<file path="src/fsr_pkg.sv">
// Constants shared by the fan speed regulator core
package fsr_pkg;
   // ------------------------------------------------------------
   // Timing
   // ------------------------------------------------------------
   localparam int CLK_PERIOD_NS = 50;
   localparam int GLITCH_MIN_US = 500;
   localparam int GLITCH_CYCLES = (GLITCH_MIN_US * 1000 + CLK_PERIOD_NS - 1) / CLK_PERIOD_NS;
   localparam int OSC_FREQ_KHZ = 254;
   localparam int OSC_PERIOD_NS = 1000000 / OSC_FREQ_KHZ;
   localparam int OSC_HALF_CYCLES = OSC_PERIOD_NS / (2 * CLK_PERIOD_NS);
   localparam logic [6:0] OSC_HALF_LAST = 7'(OSC_HALF_CYCLES - 1);
   // ------------------------------------------------------------
   // Loop arithmetic
   // ------------------------------------------------------------
   localparam int TACH_COUNT = 4;
   localparam int TARGET_SHIFT = 7;
   localparam logic [15:0] PERIOD_MAX = 16'hffff;
   localparam logic [7:0] DAC_MAX = 8'hff;
   localparam logic [7:0] DAC_MIN = 8'h00;
   localparam logic [7:0] DAC_RESET = 8'h00;
   localparam logic [6:0] SLOW_STEP_MASK = 7'h7f;
   // ------------------------------------------------------------
   // Address strap
   // ------------------------------------------------------------
   localparam logic [1:0] STRAP_GND = 2'h0;
   localparam logic [1:0] STRAP_VCC = 2'h1;
   localparam logic [1:0] STRAP_OPEN = 2'h2;
   localparam logic [1:0] STRAP_RES = 2'h3;
   localparam logic [6:0] ADDR_GND = 7'h48;
   localparam logic [6:0] ADDR_VCC = 7'h4b;
   localparam logic [6:0] ADDR_OPEN = 7'h1b;
   localparam logic [6:0] ADDR_RES = 7'h1f;
   // ------------------------------------------------------------
   // Line modes
   // ------------------------------------------------------------
   localparam logic IO0_MODE_GPIO = 1'h0;
   localparam logic IO0_MODE_ALERT = 1'h1;
   localparam logic [1:0] IO1_MODE_OUT = 2'h0;
   localparam logic [1:0] IO1_MODE_GPI = 2'h1;
   localparam logic [1:0] IO1_MODE_FULL = 2'h2;
   localparam logic [1:0] IO2_MODE_GPIO = 2'h0;
   localparam logic [1:0] IO2_MODE_CLKOUT = 2'h1;
   localparam logic [1:0] IO2_MODE_CLKIN = 2'h2;
endpackage : fsr_pkg

</file>
<file path="src/fsr_glitch_filter.sv">
// Glitch rejection filter for one tachometer input
`timescale 1ns/1ps
`default_nettype none
module fsr_glitch_filter #(
   parameter int MIN_CYCLES = 10000
) (
   input wire logic i_clk_sys,
   input wire logic i_reset,
   input wire logic i_raw,
   output logic o_clean
);
   logic [15:0] cnt_q, cnt_d;
   logic level_q, level_d;

   // ------------------------------------------------------------
   // Accept a new level only after it held long enough
   // ------------------------------------------------------------
   always_comb begin
      cnt_d = 16'h0000;
      level_d = level_q;
      if (i_raw != level_q) begin
         if (cnt_q >= 16'(MIN_CYCLES - 1)) begin
            level_d = i_raw;
         end else begin
            cnt_d = cnt_q + 16'h0001;
         end
      end
   end

   always_ff @(posedge i_clk_sys) begin
      if (i_reset) begin
         cnt_q <= 16'h0000;
         level_q <= 1'b0;
      end else begin
         cnt_q <= cnt_d;
         level_q <= level_d;
      end
   end

   assign o_clean = level_q;
endmodule : fsr_glitch_filter
`default_nettype wire

</file>
<file path="src/fsr_core.sv">
// Fan speed regulator core: speed loop, tach monitors, lines, address strap
// Contract
// - Strap condition selects one of four addresses
// - Only the loop tach closes the loop
// - Other tachs are measured for monitoring only
// - Line 1 is output, input or full-speed override
// - Line 0 is open-drain I/O or alert
// - Line 2 is I/O, clock out or clock in
// - Loop drives tach frequency toward reference
// - Tach too fast increments DAC code
// - State is byte-wide or narrower except the 16-bit tach periods, reached over serial bus
// - Two tach pulses count one revolution
// - Target is (speed+1)*128 ticks shifted right by prescale
`timescale 1ns/1ps
`default_nettype none
module fsr_core
   import fsr_pkg::*;
#(
   parameter int GLITCH_LEN = GLITCH_CYCLES
) (
   input wire logic i_clk_sys,
   input wire logic i_reset,
   input wire logic [1:0] i_addr_strap,
   input wire logic [7:0] i_speed_target_value,
   input wire logic [2:0] i_prescale_factor,
   input wire logic i_loop_tach_input,
   input wire logic i_monitor_tach_input_a,
   input wire logic i_monitor_tach_input_b,
   input wire logic i_monitor_tach_input_c,
   input wire logic i_fault,
   input wire logic i_io0_mode,
   input wire logic i_io0_level,
   input wire logic i_io_line_alert_capable,
   input wire logic [1:0] i_io1_mode,
   input wire logic i_io1_level,
   input wire logic i_io_line_override_capable,
   input wire logic [1:0] i_io2_mode,
   input wire logic i_io2_level,
   input wire logic i_io_line_clock_sync,
   output logic [6:0] o_slave_addr,
   output logic [7:0] o_feedback_sense_code,
   output logic [15:0] o_loop_period,
   output logic [15:0] o_monitor_period_a,
   output logic [15:0] o_monitor_period_b,
   output logic [15:0] o_monitor_period_c,
   output logic [7:0] o_rev_count,
   output logic o_full_speed,
   output logic o_tach_stall,
   output logic o_io0_in,
   output logic o_io1_in,
   output logic o_io2_in,
   output logic o_io_line_alert_capable,
   output logic o_io_line_alert_capable_oe_n,
   output logic o_io_line_override_capable,
   output logic o_io_line_override_capable_oe_n,
   output logic o_io_line_clock_sync,
   output logic o_io_line_clock_sync_oe_n
);
   logic [TACH_COUNT-1:0] tach_raw, tach_clean, tach_rise;
   logic [TACH_COUNT-1:0] tach_prev_q, tach_prev_d;
   logic [15:0] cnt_q [TACH_COUNT];
   logic [15:0] cnt_d [TACH_COUNT];
   logic [15:0] per_q [TACH_COUNT];
   logic [15:0] per_d [TACH_COUNT];
   logic [15:0] target;
   logic [6:0] div_q, div_d;
   logic phase_q, phase_d;
   logic ext_prev_q, ext_prev_d;
   logic osc_tick;
   logic [7:0] dac_q, dac_d;
   logic par_q, par_d;
   logic [7:0] rev_q, rev_d;
   logic cap_done_q, cap_done_d;
   logic [6:0] addr_q, addr_d;
   logic io0_oe_n_q, io0_oe_n_d;
   logic io1_oe_n_q, io1_oe_n_d;
   logic io2_oe_n_q, io2_oe_n_d;
   logic in0_q, in1_q, in2_q;
   logic override_q, override_d;
   logic stall;

   // ------------------------------------------------------------
   // Tachometer filtering and period measurement
   // ------------------------------------------------------------
   assign tach_raw = {i_monitor_tach_input_c, i_monitor_tach_input_b,
                      i_monitor_tach_input_a, i_loop_tach_input};

   genvar g;
   generate
      for (g = 0; g < TACH_COUNT; g++) begin : g_tach
         fsr_glitch_filter #(
            .MIN_CYCLES(GLITCH_LEN)
         ) u_filt (
            .i_clk_sys(i_clk_sys),
            .i_reset(i_reset),
            .i_raw(tach_raw[g]),
            .o_clean(tach_clean[g])
         );
         assign tach_rise[g] = tach_clean[g] & ~tach_prev_q[g];
         always_comb begin
            cnt_d[g] = cnt_q[g];
            per_d[g] = per_q[g];
            if (tach_rise[g]) begin
               per_d[g] = cnt_q[g];
               cnt_d[g] = 16'h0000;
            end else if (osc_tick && cnt_q[g] != PERIOD_MAX) begin
               cnt_d[g] = cnt_q[g] + 16'h0001;
            end
         end
         always_ff @(posedge i_clk_sys) begin
            if (i_reset) begin
               cnt_q[g] <= 16'h0000;
               per_q[g] <= 16'h0000;
            end else begin
               cnt_q[g] <= cnt_d[g];
               per_q[g] <= per_d[g];
            end
         end
      end
   endgenerate

   assign tach_prev_d = tach_clean;

   // ------------------------------------------------------------
   // Oscillator tick: internal divider or external clock
   // ------------------------------------------------------------
   always_comb begin
      div_d = div_q + 7'h01;
      phase_d = phase_q;
      if (div_q == OSC_HALF_LAST) begin
         div_d = 7'h00;
         phase_d = ~phase_q;
      end
      ext_prev_d = i_io_line_clock_sync;
   end

   assign osc_tick = (i_io2_mode == IO2_MODE_CLKIN)
                     ? (i_io_line_clock_sync & ~ext_prev_q)
                     : (div_q == OSC_HALF_LAST && !phase_q);

   // ------------------------------------------------------------
   // Speed loop on the loop tachometer only
   // ------------------------------------------------------------
   assign target = 16'(({8'h00, i_speed_target_value} + 16'h0001) << TARGET_SHIFT)
                   >> i_prescale_factor;
   assign stall = (cnt_q[0] == PERIOD_MAX);

   always_comb begin
      dac_d = dac_q;
      par_d = par_q;
      rev_d = rev_q;
      override_d = (i_io1_mode == IO1_MODE_FULL) && !i_io_line_override_capable;
      if (override_q) begin
         dac_d = DAC_MIN;
      end else if (tach_rise[0]) begin
         if (cnt_q[0] < target && dac_q != DAC_MAX) begin
            dac_d = dac_q + 8'h01;
         end else if (cnt_q[0] > target && dac_q != DAC_MIN) begin
            dac_d = dac_q - 8'h01;
         end
      end else if (osc_tick && cnt_q[0] > target
                   && (cnt_q[0][6:0] & SLOW_STEP_MASK) == 7'h00
                   && dac_q != DAC_MIN) begin
         dac_d = dac_q - 8'h01;
      end
      if (tach_rise[0]) begin
         par_d = ~par_q;
         if (par_q) begin
            rev_d = rev_q + 8'h01;
         end
      end
   end

   // ------------------------------------------------------------
   // Address strap capture after reset release
   // ------------------------------------------------------------
   always_comb begin
      cap_done_d = 1'b1;
      addr_d = addr_q;
      if (!cap_done_q) begin
         unique case (i_addr_strap)
            STRAP_GND: addr_d = ADDR_GND;
            STRAP_VCC: addr_d = ADDR_VCC;
            STRAP_OPEN: addr_d = ADDR_OPEN;
            STRAP_RES: addr_d = ADDR_RES;
         endcase
      end
   end

   // ------------------------------------------------------------
   // Open-drain lines
   // ------------------------------------------------------------
   always_comb begin
      if (i_io0_mode == IO0_MODE_ALERT) begin
         io0_oe_n_d = ~(i_fault | stall);
      end else begin
         io0_oe_n_d = i_io0_level;
      end
      io1_oe_n_d = ~((i_io1_mode == IO1_MODE_OUT) && !i_io1_level);
      unique case (i_io2_mode)
         IO2_MODE_GPIO: io2_oe_n_d = i_io2_level;
         IO2_MODE_CLKOUT: io2_oe_n_d = phase_q;
         default: io2_oe_n_d = 1'b1;
      endcase
   end

   always_ff @(posedge i_clk_sys) begin
      if (i_reset) begin
         tach_prev_q <= '0;
         div_q <= 7'h00;
         phase_q <= 1'b0;
         ext_prev_q <= 1'b1;
         dac_q <= DAC_RESET;
         par_q <= 1'b0;
         rev_q <= 8'h00;
         override_q <= 1'b0;
         cap_done_q <= 1'b0;
         addr_q <= 7'h00;
         io0_oe_n_q <= 1'b1;
         io1_oe_n_q <= 1'b1;
         io2_oe_n_q <= 1'b1;
         in0_q <= 1'b1;
         in1_q <= 1'b1;
         in2_q <= 1'b1;
      end else begin
         tach_prev_q <= tach_prev_d;
         div_q <= div_d;
         phase_q <= phase_d;
         ext_prev_q <= ext_prev_d;
         dac_q <= dac_d;
         par_q <= par_d;
         rev_q <= rev_d;
         override_q <= override_d;
         cap_done_q <= cap_done_d;
         addr_q <= addr_d;
         io0_oe_n_q <= io0_oe_n_d;
         io1_oe_n_q <= io1_oe_n_d;
         io2_oe_n_q <= io2_oe_n_d;
         in0_q <= i_io_line_alert_capable;
         in1_q <= i_io_line_override_capable;
         in2_q <= i_io_line_clock_sync;
      end
   end

   // ------------------------------------------------------------
   // Outputs for the serial register file, byte-wide or narrower except the 16-bit tach periods
   // ------------------------------------------------------------
   assign o_slave_addr = addr_q;
   assign o_feedback_sense_code = dac_q;
   assign o_loop_period = per_q[0];
   assign o_monitor_period_a = per_q[1];
   assign o_monitor_period_b = per_q[2];
   assign o_monitor_period_c = per_q[3];
   assign o_rev_count = rev_q;
   assign o_full_speed = override_q;
   assign o_tach_stall = stall;
   assign o_io0_in = in0_q;
   assign o_io1_in = in1_q;
   assign o_io2_in = in2_q;
   assign o_io_line_alert_capable = 1'b0;
   assign o_io_line_alert_capable_oe_n = io0_oe_n_q;
   assign o_io_line_override_capable = 1'b0;
   assign o_io_line_override_capable_oe_n = io1_oe_n_q;
   assign o_io_line_clock_sync = 1'b0;
   assign o_io_line_clock_sync_oe_n = io2_oe_n_q;
endmodule : fsr_core
`default_nettype wire

</file>
<file path="config.mk">
export PLATFORM = sky130hd
export DESIGN_NAME = fsr_core
export DESIGN_NICKNAME = d
export VERILOG_FILES = /design/src/fsr_pkg.sv /design/src/fsr_glitch_filter.sv /design/src/fsr_core.sv
export SDC_FILE = /design/constraint.sdc
export NUM_CORES = 1
export LEC_CHECK = 0
export ABC_AREA = 0
export BUFFER_PORTS_ARGS = -buffer_cell sky130_fd_sc_hd__buf_2
export CAP_MARGIN = 20
export CORE_MARGIN = 10
export CORE_UTILIZATION = 40
export DETAILED_ROUTE_END_ITERATION = 8
export PLACE_DENSITY = 0.59
export SLEW_MARGIN = 10
export SYNTH_ARGS = -nofsm -noshare
export SYNTH_HDL_FRONTEND = slang
export SYNTH_SLANG_ARGS = --single-unit
</file>
<file path="constraint.sdc">
create_clock -name i_clk_sys -period 9.15 [get_ports i_clk_sys]
set_input_delay 0.915 -clock i_clk_sys [delete_from_list [all_inputs] [get_ports i_clk_sys]]
set_output_delay 0.915 -clock i_clk_sys [all_outputs]
set_load 0.01 [all_outputs]
</file>
==> metrics.csv, run 1 <==
metric,value,unit
VDD IR max,0.118,mV
hold_ws,0.441,ns
routability cong.,0.807,
Final period util,0.465,
layout cells sized above 1,0.139,
H-Tree Depth,1,
fin crit period,4.26,ns
"Hold-fix buffers, CTS",0,
CP arrival,4.69,ns
max-cap violations,0,
"Async S/R FF share, synth",0,
worst setup slack after layout,4.89,ns
drt first pass iters,5,
Final Util,0.471,
clk slew on worst S/H paths,0.06,ns
flop2flop setup slack,6.42,ns
slowest cell on the critical path,nor3_1,
Chip Width,182,um
Clock Tree Buf Depth,3,
WS Path Type,primary input to flop,
Commonest cells post-synth,"dfxtp_1 (238), nand2_1 (202), nor2_1 (170), a21oi_1 (91), xor2_1 (70)",
slew margin rel.,0.472,
crit path max fanout,7,
total negative slack,0,ns
slew of the pin with the lowest slew margin,0.791,ns
CTS root buf,clkbuf_16,
Ys Warns,0,
antenna violations before repair,2,
Total Routed Length,23.3,mm
GRT overflow,0,
Synth Area per Inst,8.44,um2
cts repair resizes,0,
DR iter-0 viols,363,
Startpoint Class,primary input,
# port buffers,124,
Mapped Area,0.0105,mm2
Pwr Density,180,mW/mm2
Area growth syn-to-layout,16.8,%
top_reg_cell synth,dfxtp_1,
Post-CTS Setup Bufs,0,
outcome,"finished, final reports clean",
dominant cells by area after synthesis,"dfxtp_1 (46%), nand2_1 (7.3%), nor2_1 (6.1%)",
Final nets,1415,
Yosys top cell area share,0.456,
worst min path class,flop to flop,
GRT Total Usage,0.136,
Max Freq,0.235,GHz
Critical Path End Type,flop,
Clock Sinks,238,
top-count cell post-synth,dfxtp_1,
vias in the first global route,7969,
Initial Utilization,0.403,
global-route wire length before repair,39.1,mm
Fill cells,2539,
Ports,129,
Post-synth EDFFs,0,
largest net degree at the start of global routing,74,
Yosys reg bits,238,
max-slew violations,0,
TritonCTS clock tree,yes,
crit-path cells,buf_2 -> ha_1 -> nand4_1 -> or3_1 -> mux2_2 -> or2_2 -> ha_1 -> a21oi_1 -> o21ai_0 -> a311o_1 -> nor3_1 -> clkbuf_2 -> a21oi_1 -> a2111o_1 -> o31ai_1,
Worst Skew,0.0194,ns
CP Buf/Inv Count,2,
"Seq/Total Area, Yosys",0.456,
Syn Inst Count,1239,
core region area,0.0259,mm2
"slowest stage delay, CP",0.45,ns
Vias,8466,
height of the chip,182,um
RSZ-0062 raised after global routing,no,
FP Rows,59,
WP data required,9.58,ns
DR WL/cell,13.6,um
DR vias/cell,4.96,
Post-route DRC,0,
Synth area leader,dfxtp_1,
Yosys cell types,68,
Post-DP HPWL,16.7,mm
leakage,4.77,nW
final hold vios,0,
Setup Viol. Count Final,0,
die area,0.0330,mm2
Top Family by Delay on Critical Path,simple AND/OR/NAND/NOR gates,
antenna-violating nets left,0,
Num CTS Buffers,26,
pre-CTS setup slack,4.17,ns
clock latency on the worst-skew pair,0.52,ns
[placed cells by master (no fill, tap or decap), types with 9 or more instances in the layout]
cell type,netlist,final
dfxtp_1,238,238
nand2_1,202,202
nor2_1,170,170
buf_2,2,123
a21oi_1,91,91
xor2_1,70,70
nand3_1,49,49
xnor2_1,44,44
ha_1,32,32
nand4_1,30,30
and3_1,30,30
clkbuf_16,0,26
inv_1,23,23
o21ai_0,21,21
mux2i_1,20,20
nor2b_1,18,18
nor3_1,18,18
or3_1,17,17
conb_1,1,12
nor4_1,9,9
[worst paths after layout]
kind | start | to | cells after the start
max | i_speed_target_value[0] | o_feedback_sense_code[3] | 15
min | g_tach[2].u_filt.cnt_q[0] | g_tach[2].u_filt.cnt_q[0] | 1
max reg2reg | div_q[0] | cnt_q[0][31] | 9
min reg2reg | g_tach[2].u_filt.cnt_q[0] | g_tach[2].u_filt.cnt_q[0] | 1
[metrics by stage]
| stage | cell area (um2) | std cells | power (mW) |
|---|---|---|---|
| after global routing | 12200 | 1705 | 2.28 |
| after CTS | 12200 | 1703 | 2.23 |
| after detailed placement | 11300 | 1657 | 1.19 |
| final | 12200 | 1707 | 2.19 |
| after floorplan | 10500 | 1250 | 1.15 |
| after global placement | 11300 | 1656 | 1.18 |
[logic make-up (layout without fill, tap and decap cells)]
family / count (synthesis) / count (layout) / share of synthesized area
muxes: 25 / 25 / 0.0245
xor gates and xnor gates: 114 / 114 / 0.0955
other: 1 / 14 / 0.000359
AOI/OAI and AO/OA: 164 / 164 / 0.0954
and+or+nand+nor: 585 / 585 / 0.259
DFF: 238 / 238 / 0.456
buffers and inverters: 80 / 200 / 0.0315
adders and majority gates: 32 / 32 / 0.0383
[worst register-to-register path, cell delays in order (launching register included)]
cell     delay (ns)
dfxtp_1        0.33
inv_1          0.06
ha_1           0.13
nor2b_1        0.29
a41o_1         0.46
o31ai_2        0.22
nor4_1         0.68
nand4_1        0.19
xor2_1         0.17
nor2_1         0.05
[sequential cells by signal (all words and copies together) (netlist names), 4 cells and up]
register               count
div_q                      7
g_tach.u_filt.o_clean      4
o_rev_count                8
g_tach.u_filt.cnt_q       64
o_feedback_sense_code      8
per_q                     64
tach_prev_q                4
cnt_q                     64
o_slave_addr               5
[cell type report]
type                            count  area [um2]  share of cell area
Multi-Input combinational cell    932        5400               0.442
Sequential cell                   238        4760               0.390
Clock buffer                       36         738              0.0605
Timing Repair Buffer              130         669              0.0548
Tap cell                          335         419              0.0343
Clock inverter                     10         120             0.00984
Inverter                           24        90.1             0.00738
Antenna cell                        2        5.00            0.000410
[per-layer routing]
| layer | vias up | GRT usage | routed length (um) |
|---|---|---|---|
| met5 | - | 0 | 0 |
| met4 | 0 | 0.0342 | 359 |
| met3 | 25 | 0.0298 | 1190 |
| met2 | 122 | 0.225 | 10600 |
| met1 | 3899 | 0.174 | 11100 |
| li1 | 4420 | - | - |
[where the power goes]
group	leakage, nW	internal [mW]	switching, mW	total [mW]
Clock	0.417	0.620	0.410	1.03
Sequential	1.93	1.05	0.00768	1.05
Combinational	2.43	0.0374	0.0717	0.109
Power figures use the tool's default switching activity.
==> run 2, diff against run 1 <==
- ABC_AREA: 0 -> 1
- PLACE_DENSITY: 0.59 -> 0.58
- clock period: 9.15 -> 4.4 ns (I/O delays scaled with it)
==> run 2 against run 1 <==
  * Synthesized area grew 6.1%
  * Power grew 120%
  * Flip-flop and latch count is the same
  * Largest power group unchanged
  * Critical endpoint is now o_feedback_sense_code[1]
  * Sequential share of layout area shrank 2.2 points
  * Critical path depth grew 3
  * Global-route usage grew 1.1 points
  * Die area grew 5.4%
  * Register-to-register slack lost 4.4 ns
  * Clock power grew 110%
  * Cell area grew 5.8%
  * Final cell count grew 19%
  * First-iteration DRC count grew 60%
==> metrics.csv, run 2 <==
metric,value,unit,change
outcome,"finished, final reports clean",,
Setup Viol. Count Final,0,,unchanged
Ys Warns,0,,unchanged
WS Path Type,primary input to flop,,
Mapped Area,0.0111,mm2,+6.1%
RSZ-0062 raised after global routing,no,,
most frequent cells in the layout,"nand2_1 (241), dfxtp_1 (238), nor2_1 (189), inv_1 (172), a21oi_1 (141)",,
die area,0.0348,mm2,+5.4%
antenna-violating nets left,0,,unchanged
Final period util,0.700,,
Clock Sinks,238,,unchanged
DR vias/cell,4.83,,-2.6%
antenna violations before repair,1,,-1
VDD IR max,0.246,mV,+110%
final hold vios,0,,unchanged
clock latency on the worst-skew pair,0.54,ns,+0.02 ns
height of the chip,187,um,+2.7%
Synth area leader,dfxtp_1,,
Post-DP HPWL,19.5,mm,+17%
total negative slack,0,ns,unchanged
top_reg_cell synth,dfxtp_1,,
top-count cell post-synth,nand2_1,,
routability cong.,0.878,,+8.8%
Antenna Cells,0,,-2
dominant cells by area after synthesis,"dfxtp_1 (43%), nand2_1 (8.2%), nor2_1 (6.4%)",,
Area growth syn-to-layout,16.5,%,
Adder-Cell Fraction of Synth Area,0.0361,,-0.00220
Final Util,0.477,,+0.00563
Worst Skew,0.0306,ns,+0.0112 ns
DR iter-0 viols,579,,+60%
Chip Width,187,um,+2.7%
hold_ws,0.0810,ns,-0.360 ns
CTS root buf,clkbuf_16,,
TritonCTS clock tree,yes,,
WP data required,4.83,ns,-4.75 ns
Num CTS Buffers,27,,+3.8%
slew margin rel.,0.602,,+0.129
layout cells sized above 1,0.126,,-0.0132
Critical Path End Type,flop,,
xor/xnor share of the synthesized area,0.0537,,-0.0418
Largest regs,"cnt_q: 64 flops, g_tach.u_filt.cnt_q: 64 flops, per_q: 64 flops",,
largest family of logic cells by synthesized area,simple AND/OR/NAND/NOR gates,,
max-slew violations,0,,unchanged
Post-synth EDFFs,0,,unchanged
Post-route DRC,0,,unchanged
Total Routed Length,26.6,mm,+14%
largest net degree at the start of global routing,58,,-22%
crit path max fanout,14,,+7
FP Rows,60,,+1.7%
fin crit period,3.08,ns,
Max Freq,0.325,GHz,
Synth Area per Inst,7.33,um2,-13%
Yosys top cell area share,0.430,,-0.0262
Vias,9803,,+16%
Yosys cell types,42,,-38%
"Hold-fix buffers, CTS",0,,unchanged
slew of the pin with the lowest slew margin,0.596,ns,-0.195 ns
Clock Tree Buf Depth,3,,unchanged
"commonest non-fill, non-tap cell in the layout",nand2_1,,
global-route wire length before repair,44.6,mm,+14%
Startpoint Class,primary input,,
Post-Synth Simple-Gate Area,0.265,,+0.00636
mux share of post-synthesis cell area,0.000903,,-0.0236
Commonest cells post-synth,"nand2_1 (241), dfxtp_1 (238), nor2_1 (189), inv_1 (173), a21oi_1 (141)",,
leakage,5.25,nW,+9.9%
Ports,129,,unchanged
core region area,0.0271,mm2,+4.6%
max-cap violations,0,,unchanged
DR WL/cell,13.1,um,-3.7%
cts repair resizes,0,,unchanged
GRT overflow,0,,unchanged
"Async S/R FF share, synth",0,,unchanged
vias in the first global route,9161,,+15%
GRT Total Usage,0.146,,+0.0106
Syn Inst Count,1513,,+22%
H-Tree Depth,1,,unchanged
drt first pass iters,7,,+2
# port buffers,124,,unchanged
Final nets,1699,,+20%
Post-CTS Setup Bufs,0,,unchanged
Compound-Gate Fraction of Synth Area,0.133,,+0.0380
worst min path class,primary input to flop,,
CP arrival,3.51,ns,-1.18 ns
Initial Utilization,0.409,,+0.00579
Yosys reg bits,238,,unchanged
"Seq/Total Area, Yosys",0.430,,-0.0262
clk slew on worst S/H paths,0.06,ns,about the same
Pwr Density,378,mW/mm2,+110%
-- run 2: changes by cell type in the layout (fill, tap and decap cells not counted), moves of 20 or more --
| cell | before | now |
|---|---|---|
| a21oi_1 | 91 | 141 |
| and3_1 | 30 | 4 |
| inv_1 | 23 | 172 |
| nand2_1 | 202 | 241 |
| nand3_1 | 49 | 100 |
| nor3_1 | 18 | 46 |
| o21ai_0 | 21 | 121 |
| xnor2_1 | 44 | 18 |
| xor2_1 | 70 | 50 |
-- run 2: path summary, 6_finish.rpt --
kind	start	endpoint	slack [ns]	cells past startpoint
hold / removal	i_io1_mode[0]	o_full_speed	0.08	2
setup / recovery	i_speed_target_value[0]	o_feedback_sense_code[1]	1.32	18
setup reg to reg	cnt_q[0][11]	o_feedback_sense_code[1]	2.04	9
hold reg to reg	g_tach[2].u_filt.cnt_q[0]	g_tach[2].u_filt.cnt_q[0]	0.45	1
-- run 2: power breakdown --
part           leakage (nW)  switching, mW  internal [mW]
Combinational          2.87          0.275          0.149
Clock                 0.438          0.870           1.31
Sequential             1.94         0.0520           2.23
-- run 2: final cells by class --
class | instances | area [um2]
clock inverters | 4 | 23.8
clock buffers | 46 | 857
repair buffers | 131 | 673
inverters | 178 | 668
well taps | 372 | 465
fillers | 2754 | 14200
flip-flops and latches | 238 | 4760
multi-input cells | 1060 | 5470
-- run 2: critical path: stages --
cell and delay, ns:
buf_2 0.11, inv_1 0.05, nor2_1 0.19, nand4_1 0.14, o21ai_0 0.23, nand3_1 0.11
nand2_1 0.09, o21ai_0 0.11, or2_2 0.30, ha_1 0.29, a21oi_1 0.14, o21ai_0 0.10
a21oi_2 0.35, nand3_2 0.35, nand2_2 0.28, inv_1 0.08, nor2_1 0.10, nor2_1 0.05
-- run 2: logic make-up (layout without fill, tap and decap cells) --
kind of cell	after synthesis	in the layout
other cells	1	12
buf+inv	226	359
mux	1	1
compound gates	285	285
simple gates	662	662
flops	238	238
fa+ha+maj	32	32
xor+xnor	68	68
-- run 2: routing by layer --
| layer | share of wire | global-route usage |
|---|---|---|
| met5 | 0.00049 | 0 |
| met3 | 0.059 | 0.0395 |
| met4 | 0.019 | 0.0350 |
| met2 | 0.45 | 0.237 |
| met1 | 0.48 | 0.189 |
-- run 2: through the flow --
stage	cell area, um2	std cells	worst slack (ns)	power (mW)
final	12900	2029	1.32	4.89
after global routing	12900	2029	1.03	5.12
after CTS	12900	2028	1.37	4.97
after global placement	12000	1978	0.917	2.75
after detailed placement	12000	1978	0.808	2.76
after floorplan	11100	1524	1.51	2.61
==> run 3, diff against run 2 <==
- clock period: 4.4 -> 2.9 ns (I/O delays scaled with it)
==> run 3 against run 2 <==
  * Cell area rose by 2.0%
  * Flip-flop and latch count stayed put
  * Die area is the same
  * Power rose by 52%
  * Non-clock buffer count is 28 higher
  * Largest cell class unchanged
  * Clock power grew 52%
  * Wire length is 1.1% higher
  * Highest routed layer is now met4
==> metrics.csv, run 3 (synthesis gave the netlist of run 2 again) <==
metric,value,unit,change
leakage,5.35,nW,+2.0%
VDD IR max,0.392,mV,+59%
Final nets,1728,,+1.7%
routability cong.,0.836,,-4.7%
Setup Viol. Count Final,0,,unchanged
Switching Share,0.254,,+0.00957
Final period util,0.897,,
Largest regs,"cnt_q: 64 flops, g_tach.u_filt.cnt_q: 64 flops, per_q: 64 flops",,
Critical Path End Type,primary output,,
antenna violations before repair,0,,-1
Post-Place Cell Area,0.0121,mm2,+0.94%
slowest cell on the critical path,nor4_1,,
Chip Width,187,um,unchanged
max-slew violations,0,,unchanged
Clock Tree Buf Depth,3,,unchanged
clk slew on worst S/H paths,0.06,ns,about the same
max-cap violations,0,,unchanged
launch point of the worst path,cnt_q[0][0],,
Fill cells,2719,,-1.3%
FP Rows,60,,unchanged
most frequent cells in the layout,"nand2_1 (241), dfxtp_1 (238), nor2_1 (189), inv_1 (172), a21oi_1 (141)",,
Initial Utilization,0.409,,unchanged
global-route wire length before repair,45.1,mm,+1.0%
Post-CTS Setup Bufs,0,,unchanged
layout cells sized above 1,0.135,,+0.00911
slew margin rel.,0.596,,-0.00627
H-Tree Depth,1,,unchanged
design area,0.0132,mm2,+2.0%
DR vias/cell,4.84,,+0.25%
"slowest stage delay, CP",0.43,ns,+0.08 ns
Net Sw Power,1.90,mW,+58%
Worst Skew,0.0142,ns,-0.0163 ns
fin crit period,2.60,ns,
flop2flop setup slack,0.55,ns,-1.49 ns
register share of total power,0.465,,-0.002
core region area,0.0271,mm2,unchanged
Crit path top cell by count,inv_1,,
worst min path class,primary input to flop,,
multi-input logic area,0.00548,mm2,+0.11%
Total Power,7.45,mW,+52%
final hold vios,0,,unchanged
CP Buf/Inv Count,3,,unchanged
antenna-violating nets left,0,,unchanged
drt first pass iters,5,,-2
CTS root buf,clkbuf_16,,
Post-DP HPWL,19.8,mm,+1.5%
TritonCTS clock tree,yes,,
GRT Total Usage,0.148,,+0.00190
Total Routed Length,26.9,mm,+1.1%
placed insts,1993,,+0.76%
Post-route DRC,0,,unchanged
Combinational Power Share,0.090,,+0.003
Vias,9968,,+1.7%
Clock Sinks,238,,unchanged
slew of the pin with the lowest slew margin,0.604,ns,+0.00804 ns
Top Family by Delay on Critical Path,simple AND/OR/NAND/NOR gates,,
clock power share,0.446,,about the same
Pwr Density,566,mW/mm2,+49%
RSZ-0062 raised after global routing,no,,
die area,0.0348,mm2,unchanged
Startpoint Class,flop,,
RR Startpoint,div_q[0],,
crit-path cells,ha_1 -> inv_1 -> nor4_2 -> inv_1 -> nor4_1 -> buf_2,,
CP arrival,2.31,ns,-1.20 ns
Reg area,0.00476,mm2,unchanged
Max Freq,0.385,GHz,
DR iter-0 viols,507,,-12%
vias in the first global route,9321,,+1.7%
# port buffers,124,,unchanged
Antenna Cells,0,,unchanged
WS Path Type,flop to primary output,,
clock latency on the worst-skew pair,0.54,ns,about the same
largest net degree at the start of global routing,49,,-16%
outcome,"finished, final reports clean",,
Num CTS Buffers,28,,+3.7%
DR WL/cell,13.1,um,-0.37%
GRT overflow,0,,unchanged
crit path max fanout,5,,-9
Area growth syn-to-layout,18.8,%,
total negative slack,0,ns,unchanged
"commonest non-fill, non-tap cell in the layout",nand2_1,,
final std cells w/o fill,2058,,+1.4%
hold_sp,i_reset,,
height of the chip,187,um,unchanged
WP data required,2.61,ns,-2.22 ns
Int Power,5.56,mW,+50%
Ports,129,,unchanged
## run 3: cell types whose count changed in the layout (fill, tap and decap cells not counted), sizes merged
cell	change
buf	+14
dlygate4sd3	+14
clkbuf	-11
clkinv	+6
clkinvlp	+5
bufinv	+1
## run 3: power groups by stage
stage	clock network [mW]	registers [mW]	logic (mW)
4_1_cts	3.42	3.46	0.682
5_1_grt	3.55	3.48	0.771
2_1_floorplan	0	3.55	0.405
6_report	3.32	3.46	0.669
3_3_place_gp	0	3.53	0.655
3_5_place_dp	0	3.53	0.664
## run 3: final cells by class
cell class,count,area share
clock buffer,35,0.0567
clock inverter,16,0.0104
inverter,178,0.0507
tap,372,0.0353
multi-input combinational,1060,0.416
timing repair buffer,159,0.0697
sequential,238,0.362
## run 3: final timing paths
| kind | endpoint | depth (start not counted) |
|---|---|---|
| max | o_tach_stall | 6 |
| min | tach_prev_q[3] | 2 |
| max reg2reg | cnt_q[1][26] | 11 |
| min reg2reg | g_tach[2].u_filt.cnt_q[0] | 1 |
## run 3: worst reg2reg max path: stages, from the launching register on
cell and delay, ns:
dfxtp_1 0.33, inv_1 0.06, ha_1 0.13, nand2_1 0.06, nor2_2 0.12, nand3_2 0.13
a21boi_4 0.38, nand2_1 0.38, nor2_1 0.29, inv_1 0.11, o21ai_0 0.16, a21oi_1 0.08
## run 3: through the flow
step           utilization  hold slack, ns  setup WS (ns)
2_1_floorplan            -           0.366          0.161
3_3_place_gp         0.448           0.430        -0.0871
3_5_place_dp         0.448           0.438         -0.174
4_1_cts              0.486          0.0115          0.143
5_1_grt              0.486          0.0452         0.0725
6_report             0.486          0.0303          0.299
## run 3: per-layer routing
| layer | part of all wire | GRT usage |
|---|---|---|
| met1 | 0.48 | 0.192 |
| met2 | 0.46 | 0.245 |
| met3 | 0.049 | 0.0341 |
| met4 | 0.017 | 0.0326 |
| met5 | 0 | 0 |
## run 3: timing repair
item                       CTS  global route
hold endpoints to repair    10             0
setup endpoints to repair    0             1
resized for setup            0             1
hold buffers                14             0
